===== config.mk =====
export PLATFORM = sky130hd
export DESIGN_NAME = port_pin_config_overcurrent
export DESIGN_NICKNAME = d
export VERILOG_FILES = /design/src/design/pin_cfg_pkg.sv /design/src/design/port_pin_config_overcurrent.sv
export SDC_FILE = /design/constraint.sdc
export NUM_CORES = 1
export LEC_CHECK = 0
export BUFFER_PORTS_ARGS = -buffer_cell sky130_fd_sc_hd__buf_4
export CORE_MARGIN = 4
export CORE_UTILIZATION = 52
export DETAILED_ROUTE_END_ITERATION = 7
export GPL_TIMING_DRIVEN = 1
export PLACE_DENSITY = 0.85
export REMOVE_ABC_BUFFERS = 1
export SLEW_MARGIN = 15
export SYNTH_ARGS = -nofsm -noshare
export SYNTH_HDL_FRONTEND = slang
export SYNTH_SLANG_ARGS = --single-unit

===== constraint.sdc =====
create_clock -name core_clk_in -period 4.9 [get_ports core_clk_in]
set_input_delay 0.735 -clock core_clk_in [delete_from_list [all_inputs] [get_ports core_clk_in]]
set_output_delay 0.735 -clock core_clk_in [all_outputs]
set_load 0.02 [all_outputs]

===== src/design/pin_cfg_pkg.sv =====
/*
  Constants for the pin configuration and over-current register slice.
  Assumes a 32-bit APB master and one 25 MHz clock with a synchronous reset.
*/
package pin_cfg_pkg;
  localparam int DATA_W = 8;
  localparam int ADDR_W = 12;
  localparam int IDX_W = 10;
  // Register indices; the byte address is four times the index.
  localparam logic [IDX_W-1:0] IDX_DIEN_HIGH = 10'h298;
  localparam logic [IDX_W-1:0] IDX_DIEN_LOW = 10'h299;
  localparam logic [IDX_W-1:0] IDX_OD_PORT_S = 10'h2DF;
  localparam logic [IDX_W-1:0] IDX_OD_PORT_J = 10'h31F;
  localparam logic [IDX_W-1:0] IDX_DRIVE = 10'h2A8;
  localparam logic [IDX_W-1:0] IDX_RSVD = 10'h2A9;
  localparam logic [IDX_W-1:0] IDX_OC_DET_EN = 10'h2AA;
  localparam logic [IDX_W-1:0] IDX_OC_IRQ_EN = 10'h2AB;
  localparam logic [IDX_W-1:0] IDX_OC_FLAGS = 10'h2AC;
  // Reset values.
  localparam logic [DATA_W-1:0] RST_DIEN = 8'h00;
  localparam logic [DATA_W-1:0] RST_OD = 8'h00;
  localparam logic [DATA_W-1:0] RST_DRIVE = 8'h00;
  localparam logic [DATA_W-1:0] RST_OC = 8'h00;
  localparam logic [DATA_W-1:0] RSVD_VALUE = 8'h00;
  // Over-current bit positions.
  localparam int OC_PIN6 = 6;
  localparam int OC_PIN5 = 5;
  localparam int OC_PIN4 = 4;
  localparam int OC_SUPPLY = 2;
  localparam int OC_PIN0 = 0;
  localparam logic [DATA_W-1:0] OC_MASK = 8'h75;
  // Reduced drive is about one tenth of full strength.
  localparam int DRIVE_RATIO_DEN = 10;
endpackage


===== src/design/port_pin_config_overcurrent.sv =====
/*
  APB register slice holding per-pin input buffer, drive strength and open-drain
  controls, plus over-current enables, interrupt enables and flags.
  Assumes inputs synchronous to core_clk_in; detectors and pads sit outside.
*/
// Our own choice: the APB slave port.
`timescale 1ns/1ps
// Summary of operation
// - Input buffer enable bit 1 turns the pin's digital input buffer on.
// - A peripheral using the pin digitally forces its input buffer on.
// - Unimplemented bit positions always read zero.
// - Drive strength bit 1 selects reduced drive, 0 full drive.
// - Drive setting applies to any output function, not to inputs.
// - Open-drain bit 1 disables high-side drive; 0 means push-pull.
// - Open-drain bits do not affect input pins.
// - Reserved register reads zero and ignores writes.
// - Detector enables at bits 6,5,4,0 for pins, bit 2 for supply.
// - Interrupt enable bit allows, clear bit masks, its flag.
// - Detected over-current sets the flag at the enable's position.
// - Writing 1 clears a flag unless a detection sets it in the same cycle; flags are readable anytime.
// - Configuration registers accept reads and writes at any time.
module port_pin_config_overcurrent
  import pin_cfg_pkg::*;
#(
  parameter logic [DATA_W-1:0] DIEN_HIGH_MASK = 8'hFF,
  parameter logic [DATA_W-1:0] DIEN_LOW_MASK = 8'hFF,
  parameter logic [DATA_W-1:0] OD_S_MASK = 8'hFF,
  parameter logic [DATA_W-1:0] OD_J_MASK = 8'hFF,
  parameter logic [DATA_W-1:0] DRIVE_MASK = 8'hFF
) (
  input wire logic core_clk_in,
  input wire logic srst_in,
  input wire logic psel_in,
  input wire logic penable_in,
  input wire logic pwrite_in,
  input wire logic [ADDR_W-1:0] paddr_in,
  input wire logic [31:0] pwdata_in,
  input wire logic [3:0] pstrb_in,
  output logic pready_out,
  output logic [31:0] prdata_out,
  output logic pslverr_out,
  input wire logic [15:0] periph_digital_use_in,
  input wire logic [7:0] port_s_output_mode_in,
  input wire logic [7:0] port_j_output_mode_in,
  input wire logic [7:0] drive_output_mode_in,
  input wire logic [7:0] oc_detect_in,
  output logic [15:0] input_buffer_en_out,
  output logic [7:0] port_s_high_side_en_out,
  output logic [7:0] port_s_low_side_en_out,
  output logic [7:0] port_j_high_side_en_out,
  output logic [7:0] port_j_low_side_en_out,
  output logic [7:0] reduced_drive_out,
  output logic [7:0] oc_detector_en_out,
  output logic oc_irq_out
);

  logic [DATA_W-1:0] dien_high_ff;
  logic [DATA_W-1:0] dien_low_ff;
  logic [DATA_W-1:0] od_s_ff;
  logic [DATA_W-1:0] od_j_ff;
  logic [DATA_W-1:0] drive_ff;
  logic [DATA_W-1:0] oc_det_en_ff;
  logic [DATA_W-1:0] oc_irq_en_ff;
  logic [DATA_W-1:0] oc_flags_ff;
  logic [DATA_W-1:0] nxt_oc_flags;
  logic [DATA_W-1:0] wdata;
  logic [DATA_W-1:0] rdata;
  logic [IDX_W-1:0] idx;
  logic setup;
  logic access;
  logic wr_en;
  logic hit;
  logic [15:0] dien_all;

  assign idx = paddr_in[ADDR_W-1:2];
  assign setup = psel_in & ~penable_in;
  assign access = psel_in & penable_in & pready_out;
  assign wr_en = access & pwrite_in & pstrb_in[0];
  assign wdata = pwdata_in[DATA_W-1:0];
  assign dien_all = {dien_high_ff, dien_low_ff};

  // Address decode and read mux.
  always_comb begin
    hit = 1'b1;
    rdata = 8'h00;
    if (idx == IDX_DIEN_HIGH) begin
      rdata = dien_high_ff & DIEN_HIGH_MASK;
    end else if (idx == IDX_DIEN_LOW) begin
      rdata = dien_low_ff & DIEN_LOW_MASK;
    end else if (idx == IDX_OD_PORT_S) begin
      rdata = od_s_ff & OD_S_MASK;
    end else if (idx == IDX_OD_PORT_J) begin
      rdata = od_j_ff & OD_J_MASK;
    end else if (idx == IDX_DRIVE) begin
      rdata = drive_ff & DRIVE_MASK;
    end else if (idx == IDX_RSVD) begin
      rdata = RSVD_VALUE;
    end else if (idx == IDX_OC_DET_EN) begin
      rdata = oc_det_en_ff & OC_MASK;
    end else if (idx == IDX_OC_IRQ_EN) begin
      rdata = oc_irq_en_ff & OC_MASK;
    end else if (idx == IDX_OC_FLAGS) begin
      rdata = oc_flags_ff & OC_MASK;
    end else begin
      hit = 1'b0;
    end
  end

  // APB answer: one wait-free access phase after every setup.
  always_ff @(posedge core_clk_in) begin
    if (srst_in) begin
      pready_out <= 1'b0;
    end else begin
      pready_out <= setup;
    end
  end

  always_ff @(posedge core_clk_in) begin
    if (srst_in) begin
      prdata_out <= 32'h0000_0000;
      pslverr_out <= 1'b0;
    end else if (setup) begin
      prdata_out <= pwrite_in ? 32'h0000_0000 : {24'h00_0000, rdata};
      pslverr_out <= ~hit;
    end else begin
      prdata_out <= 32'h0000_0000;
      pslverr_out <= 1'b0;
    end
  end

  always_ff @(posedge core_clk_in) begin
    if (srst_in) begin
      dien_high_ff <= RST_DIEN;
      dien_low_ff <= RST_DIEN;
      od_s_ff <= RST_OD;
      od_j_ff <= RST_OD;
      drive_ff <= RST_DRIVE;
      oc_det_en_ff <= RST_OC;
      oc_irq_en_ff <= RST_OC;
    end else if (wr_en) begin
      if (idx == IDX_DIEN_HIGH) begin
        dien_high_ff <= wdata & DIEN_HIGH_MASK;
      end else if (idx == IDX_DIEN_LOW) begin
        dien_low_ff <= wdata & DIEN_LOW_MASK;
      end else if (idx == IDX_OD_PORT_S) begin
        od_s_ff <= wdata & OD_S_MASK;
      end else if (idx == IDX_OD_PORT_J) begin
        od_j_ff <= wdata & OD_J_MASK;
      end else if (idx == IDX_DRIVE) begin
        drive_ff <= wdata & DRIVE_MASK;
      end else if (idx == IDX_OC_DET_EN) begin
        oc_det_en_ff <= wdata & OC_MASK;
      end else if (idx == IDX_OC_IRQ_EN) begin
        oc_irq_en_ff <= wdata & OC_MASK;
      end
    end
  end

  // Over-current flags, one per implemented position.
  genvar gi;
  generate
    for (gi = 0; gi < DATA_W; gi++) begin : g_flag
      logic set_bit;
      logic clr_bit;
      assign set_bit = OC_MASK[gi] & oc_det_en_ff[gi] & oc_detect_in[gi];
      assign clr_bit = wr_en & (idx == IDX_OC_FLAGS) & wdata[gi];
      assign nxt_oc_flags[gi] = set_bit | (oc_flags_ff[gi] & ~clr_bit);
    end
  endgenerate

  always_ff @(posedge core_clk_in) begin
    if (srst_in) begin
      oc_flags_ff <= RST_OC;
    end else begin
      oc_flags_ff <= nxt_oc_flags;
    end
  end

  always_ff @(posedge core_clk_in) begin
    if (srst_in) begin
      input_buffer_en_out <= 16'h0000;
    end else begin
      input_buffer_en_out <= dien_all | periph_digital_use_in;
    end
  end

  always_ff @(posedge core_clk_in) begin
    if (srst_in) begin
      port_s_high_side_en_out <= 8'h00;
      port_s_low_side_en_out <= 8'h00;
      port_j_high_side_en_out <= 8'h00;
      port_j_low_side_en_out <= 8'h00;
    end else begin
      port_s_high_side_en_out <= port_s_output_mode_in & ~od_s_ff;
      port_s_low_side_en_out <= port_s_output_mode_in;
      port_j_high_side_en_out <= port_j_output_mode_in & ~od_j_ff;
      port_j_low_side_en_out <= port_j_output_mode_in;
    end
  end

  always_ff @(posedge core_clk_in) begin
    if (srst_in) begin
      reduced_drive_out <= 8'h00;
    end else begin
      reduced_drive_out <= drive_output_mode_in & drive_ff;
    end
  end

  always_ff @(posedge core_clk_in) begin
    if (srst_in) begin
      oc_detector_en_out <= 8'h00;
      oc_irq_out <= 1'b0;
    end else begin
      oc_detector_en_out <= oc_det_en_ff & OC_MASK;
      oc_irq_out <= |(nxt_oc_flags & oc_irq_en_ff);
    end
  end
endmodule // port_pin_config_overcurrent

==> impl_metrics.toml, run 1 <==
[global_routing]
grtUsageTotal_pct = 23.16
overflow = 0
grtUsageMet2_pct = 38.66
gr-max-usage-layer = "met2"
grt_use_met1_pct = 28.90
grt_pass1_vias = 3960
antenna_found_initial = 0
grt.met3_usage_pct = 6.797
grt_max_degree = 56
grt_pass1_wl_um = 20330

[power_and_ir_drop]
powerDensity_nw_per_um2 = 372.7
internal-power_w = 0.001826
power.total_w = 0.002413
power_frac_seq_pct = 44.0
power_frac_clock_pct = 48.3
irDropWorstVdd_uv = 243.8
power.switching_w = 0.0005870
switching_share_pct = 24.33
p_leak_nw = 2.888
comb_power_share_pct = 7.7

[synth]
synthFlopType = "dfxtp_1"
synth_cell_types = 53
async_flop_share_pct = 0
syn_avg_cell_area_um2 = 9.793
syn-instance-count = 503
synth_largest_area_cell = "dfxtp_1"
netlist.area_leader.share_pct = 51.61
yosysSeqAreaShare_pct = 51.61
synthesis.area_um2 = 4926
yosys.cell_count.top_type = "dfxtp_1"
yosys_register_bits = 127
yosysWarnings = 0
synthTopCellsByArea = "dfxtp_1 (52%), mux2i_1 (10%), nor2_1 (7.6%)"
synth-edff-count = 0
synth_common_cells = "dfxtp_1 (127), nor2_1 (100), mux2i_1 (50)"

[placement]
io_buffers = 140
gp_congestion = 0.8473
hpwl_um = 9298
placed_area_um2 = 5913

[worst_setup_path]
cp_common_cell = "and3_1"
rr_startpoint = "pready_out$_SDFF_PP0_"
rr_endpoint = "oc_det_en_ff[5]$_SDFFE_PP0P_"
start_kind = "primary input"
path_max_fanout = 9
crit_chain = "buf_4 -> nor4bb_1 -> and3_1 -> and3_1 -> mux2i_1 -> nor2_1"
ff2ff_path_depth = 5
path_class = "in2reg"
end_kind = "register"
cp.arrival_ns = 2.66
crit_slowest_cell = "and3_1"
crit_path_max_incr_delay_ns = 0.54
rrSetupSlack_ns = 3.02
critPathRequiredTime_ns = 5.27

[detailed_routing]
drtPass1Iterations = 5
drc_errors = 0
vias = 4082
ant_nets = 0
wl_per_cell_um = 16.50
routed_wl_um = 12840
avgViaCountPerCell = 5.247
drt_iter0_markers = 238

[timing]
drv_slew = 0
period_needed_ns = 2.289
rsz0062_at_grt = "false"
min_period_over_period_pct = 46.71
tns_ns = 0
fin_skew_ns = 0.007537
relSlewSlack_pct = 54.84
setup_viol = 0
tightest_slew_ns = 0.6749
max_freq_ghz = 0.4369
hold_viol = 0

[clock_tree]
clock_tree.htree_level_count = 4
path_clk_slew_ns = 0.06
cts_root_buf = "clkbuf_8"
hold_buffers = 0
numCtsBuffers = 17
post_cts_buffers = 0
cts_tree = "done"
cts.sinks = 127
clock_path_buffers = 2
clk_latency_ns = 0.51
post_cts_resized = 0

[min_path]
hold_path_end = "input_buffer_en_out[14]$_SDFF_PP0_"
min_path_type = "in2reg"
hold_start = "periph_digital_use_in[14]"
min_path_cells = 3

[cells_and_area]
drive_gt1_share_pct = 28.97
antenna_cells = 0
area_growth_pct = 31.39
multi_input_area_um2 = 2132
fill_cells = 688
nets = 737
register_area_um2 = 2542
final_area_um2 = 6472

[floorplanning]
die_area_um2 = 11090
row_count = 35
start_util_pct = 53.31
core_um2 = 9240
ios = 200
die_x_um = 105.3
die-height_um = 105.3

[outcome]
status = "finished, final reports clean"

[run]
cap_viol_max_count = 0
-- routing by layer --
metal | part of all wire (%) | vias to the layer above
met5 | 0 | -
met4 | 1.9 | 0
met3 | 8.6 | 24
met2 | 48 | 210
met1 | 41 | 1905
li1 | - | 1943
-- cell type report --
class	count	area share (%)
Inverter	5	0.2900
Timing Repair Buffer	141	16.35
Sequential cell	127	39.28
Clock inverter	14	2.030
Tap cell	129	2.494
Clock buffer	18	6.611
Multi-Input combinational cell	344	32.94
-- sequential cells by signal, summed over array words and instances (netlist names), 8 cells and up --
| signal | flops |
|---|---|
| port_j_high_side_en_out | 8 |
| prdata_out | 8 |
| od_j_ff | 8 |
| input_buffer_en_out | 16 |
| dien_low_ff | 8 |
| dien_high_ff | 8 |
| port_s_high_side_en_out | 8 |
| port_s_low_side_en_out | 8 |
| reduced_drive_out | 8 |
| drive_ff | 8 |
| od_s_ff | 8 |
| port_j_low_side_en_out | 8 |
-- worst max path at each step --
| stage | cells past startpoint | endpoint | start |
|---|---|---|---|
| 2_1_floorplan | 5 | drive_ff[0]$_SDFFE_PP0P_ | paddr_in[4] |
| 3_3_place_gp | 6 | drive_ff[7]$_SDFFE_PP0P_ | paddr_in[8] |
| 3_5_place_dp | 6 | drive_ff[1]$_SDFFE_PP0P_ | paddr_in[8] |
| 4_1_cts | 6 | drive_ff[7]$_SDFFE_PP0P_ | paddr_in[8] |
| 5_1_grt | 6 | drive_ff[2]$_SDFFE_PP0P_ | paddr_in[8] |
| 6_report | 6 | drive_ff[7]$_SDFFE_PP0P_ | paddr_in[8] |
-- power by group through the flow --
| stage | Combinational, W | Clock, W | Sequential, W |
|---|---|---|---|
| global placement | 0.000182 | 0 | 0.00108 |
| global route | 0.000198 | 0.00123 | 0.00106 |
| finish | 0.000186 | 0.00117 | 0.00106 |
| detailed placement | 0.000185 | 0 | 0.00108 |
| CTS | 0.000186 | 0.00118 | 0.00106 |
| floorplan | 0.0000479 | 0 | 0.00111 |
-- cells by family (layout without fill, tap and decap cells) --
| group | after synthesis | in the layout | share of synthesized area, % |
|---|---|---|---|
| simple gates | 206 | 206 | 22.25 |
| flops | 127 | 127 | 51.61 |
| compound gates | 61 | 61 | 8.814 |
| buf+inv | 58 | 178 | 7.087 |
| mux | 50 | 50 | 10.16 |
| other cells | 1 | 27 | 0.07613 |
-- per-stage QoR --
step | hold WS, ns | util (%) | std cells | worst slack [ns]
floorplan | 0.4138 | - | 476 | 2.655
global placement | 0.4395 | 63.99 | 746 | 2.144
detailed placement | 0.4468 | 63.99 | 746 | 2.111
CTS | 0.4234 | 70.05 | 778 | 2.639
global route | 0.4191 | 70.05 | 778 | 2.523
finish | 0.4334 | 70.05 | 778 | 2.611
-- cells in the final DEF (no fill, tap or decap), types with 4 or more instances in the layout --
cell	synthesis	final
nor2_1	100	100
a21o_1	6	6
a221oi_1	6	6
nand2_1	15	15
conb_1	1	27
a21oi_1	8	8
clkbuf_16	0	16
dfxtp_1	127	127
o21a_1	5	5
inv_6	0	5
clkinv_4	0	4
buf_4	30	141
a31oi_1	7	7
o21ai_0	11	11
o221ai_1	6	6
nor2b_1	38	38
inv_1	5	5
nand3_1	13	13
nand4_1	5	5
mux2i_1	50	50
-- worst max-delay path: cells and delay by family --
family / cells / cell delay, ns
buf+inv: 1 / 0.13
mux: 1 / 0.25
simple gates: 4 / 1.55
(Power assumes the default switching activity.)
==> run 2: changes to the inputs <==
ABC_AREA = 1   (was default)
CORE_UTILIZATION = 43   (was 52)
PLACE_DENSITY = 0.75   (was 0.85)
clock period = 1.9 ns   (was 4.9 ns; I/O delays follow)
==> impl_metrics.toml, run 2 <==
[outcome]
status = "finished, final reports clean"

[clock_tree]
cts_root_buf = "clkbuf_16"
cts.sinks = 127
hold_buffers = 0
path_clk_slew_ns = 0.06
clock_path_buffers = 2
post_cts_buffers = 0
numCtsBuffers = 17
clock_tree.htree_level_count = 4
post_cts_resized = 0
clk_latency_ns = 0.42
cts_tree = "done"

[placement]
placed_area_um2 = 6035
hpwl_um = 9947
pre_cts_slack_ns = 0.03915
io_buffers = 140
gp_congestion = 0.8679

[cells_and_area]
mostFrequentLayoutCells = "buf_4 (153), dfxtp_1 (127), nor2_1 (106)"
nets = 882
fill_cells = 955
area_growth_pct = 35.45
final_common_cell = "buf_4"
largest_reg_flops = 16
regMostFlops = "input_buffer_en_out"
register_area_um2 = 2542
antenna_cells = 0
drive_gt1_share_pct = 27.08
multi_input_area_um2 = 1868
final_area_um2 = 6684

[floorplanning]
die_x_um = 115.1
core_um2 = 11030
start_util_pct = 44.74
die_area_um2 = 13250
die-height_um = 115.1
row_count = 38
ios = 200

[synth]
yosysSeqAreaShare_pct = 51.52
synthesis.area_um2 = 4935
synthFlopType = "dfxtp_1"
yosys_register_bits = 127
synthTopCellsByArea = "dfxtp_1 (52%), nor2_1 (8.1%), nand2_1 (5.9%)"
synth_largest_area_cell = "dfxtp_1"
syn_avg_cell_area_um2 = 7.808
netlist.area_leader.share_pct = 51.52
async_flop_share_pct = 0
synth_common_cells = "dfxtp_1 (127), nor2_1 (106), nand2_1 (77)"
synth_cell_types = 29
synth-edff-count = 0
syn-instance-count = 632
yosys.cell_count.top_type = "dfxtp_1"
yosysWarnings = 0

[timing]
tightest_slew_ns = 0.5963
setup_slack_ns = 0.2778
rsz0062_at_grt = "false"
max_freq_ghz = 0.6165
setup_viol = 0
fin_skew_ns = 0.009572
period_needed_ns = 1.622
hold_viol = 0
min_period_over_period_pct = 85.38
tns_ns = 0
relSlewSlack_pct = 59.91
drv_slew = 0

[detailed_routing]
drc_errors = 0
ant_nets = 0
routed_wl_um = 13540
drt_iter0_markers = 239
avgViaCountPerCell = 4.847
vias = 4527
wl_per_cell_um = 14.50
drtPass1Iterations = 5

[global_routing]
grt_pass1_wl_um = 20960
grtUsageTotal_pct = 20.40
antenna_found_initial = 0
grt_max_degree = 53
overflow = 0
grt_pass1_vias = 4259

[power_and_ir_drop]
irDropWorstVdd_uv = 600.1
powerDensity_nw_per_um2 = 1010
power.total_w = 0.006748
p_leak_nw = 3.029

[worst_setup_path]
start_kind = "register"
critPathRequiredTime_ns = 2.18
path_max_fanout = 16
path_class = "reg2reg"
end_kind = "register"
cp.arrival_ns = 1.90

[run]
cap_viol_max_count = 0

[min_path]
min_path_type = "in2reg"
run 2: changes by cell type in the layout (fill, tap and decap cells not counted), moves of 7 or more:
| cell | change |
|---|---|
| a21oi_1 | +44 |
| a31oi_1 | -7 |
| buf_4 | +12 |
| inv_1 | +66 |
| inv_2 | +9 |
| mux2i_1 | -50 |
| nand2_1 | +62 |
| nor2b_1 | -38 |
| nor3_1 | +32 |
| o21ai_0 | +41 |
run 2: logic make-up (layout without fill, tap and decap cells):
kind of cell	after synthesis	in the layout	share of synthesized area [%]
simple gates	261	261	23.81
buf+inv	129	265	12.60
flops	127	127	51.52
compound gates	114	114	11.99
other cells	1	27	0.07599
run 2: power breakdown:
| group | switching, W | internal, W |
|---|---|---|
| logic | 0.000300 | 0.000201 |
| clock network | 0.00120 | 0.00231 |
| registers | 0.0000153 | 0.00272 |
run 2: final cells by class:
class | count | area share (%)
inverters | 80 | 4.493
well taps | 140 | 2.621
clock buffers | 20 | 6.982
multi-input cells | 402 | 27.95
repair buffers | 153 | 17.18
clock inverters | 12 | 2.733
flip-flops and latches | 127 | 38.04
run 2: metrics by stage:
step                utilization [%]  hold WS (ns)  cells
global route                  60.59       0.05860    934
floorplan                         -        0.3541    609
finish                        60.59       0.07121    934
global placement              54.71        0.4210    902
detailed placement            54.71        0.4241    902
CTS                           60.59       0.05951    934
run 2: critical path, cell delays in order, from the launching register on:
cell and delay, ns:
dfxtp_1 0.32, nand3_1 0.15, nor2_4 0.13, nand2_1 0.11, or2_1 0.44, o21ai_0 0.27
a21oi_1 0.06
run 2: worst paths after layout:
kind	from	to	slack, ns	cells past startpoint
worst min-delay path	periph_digital_use_in[3]	input_buffer_en_out[3]$_SDFF_PP0_	0.07	3
worst max-delay path	pready_out$_SDFF_PP0_	dien_low_ff[4]$_SDFFE_PP0P_	0.28	6
worst min register to register	od_s_ff[0]$_SDFFE_PP0P_	port_s_high_side_en_out[0]$_SDFF_PP0_	0.43	1
worst max register to register	pready_out$_SDFF_PP0_	dien_low_ff[4]$_SDFFE_PP0P_	0.28	6
run 2: routing by layer:
layer / track usage [%] / wire length (µm) / vias up
li1: - / - / 2256
met5: 0 / 0 / -
met2: 33.87 / 6406 / 187
met4: 6.573 / 227 / 0
met3: 7.421 / 1359 / 19
met1: 24.65 / 5550 / 2065
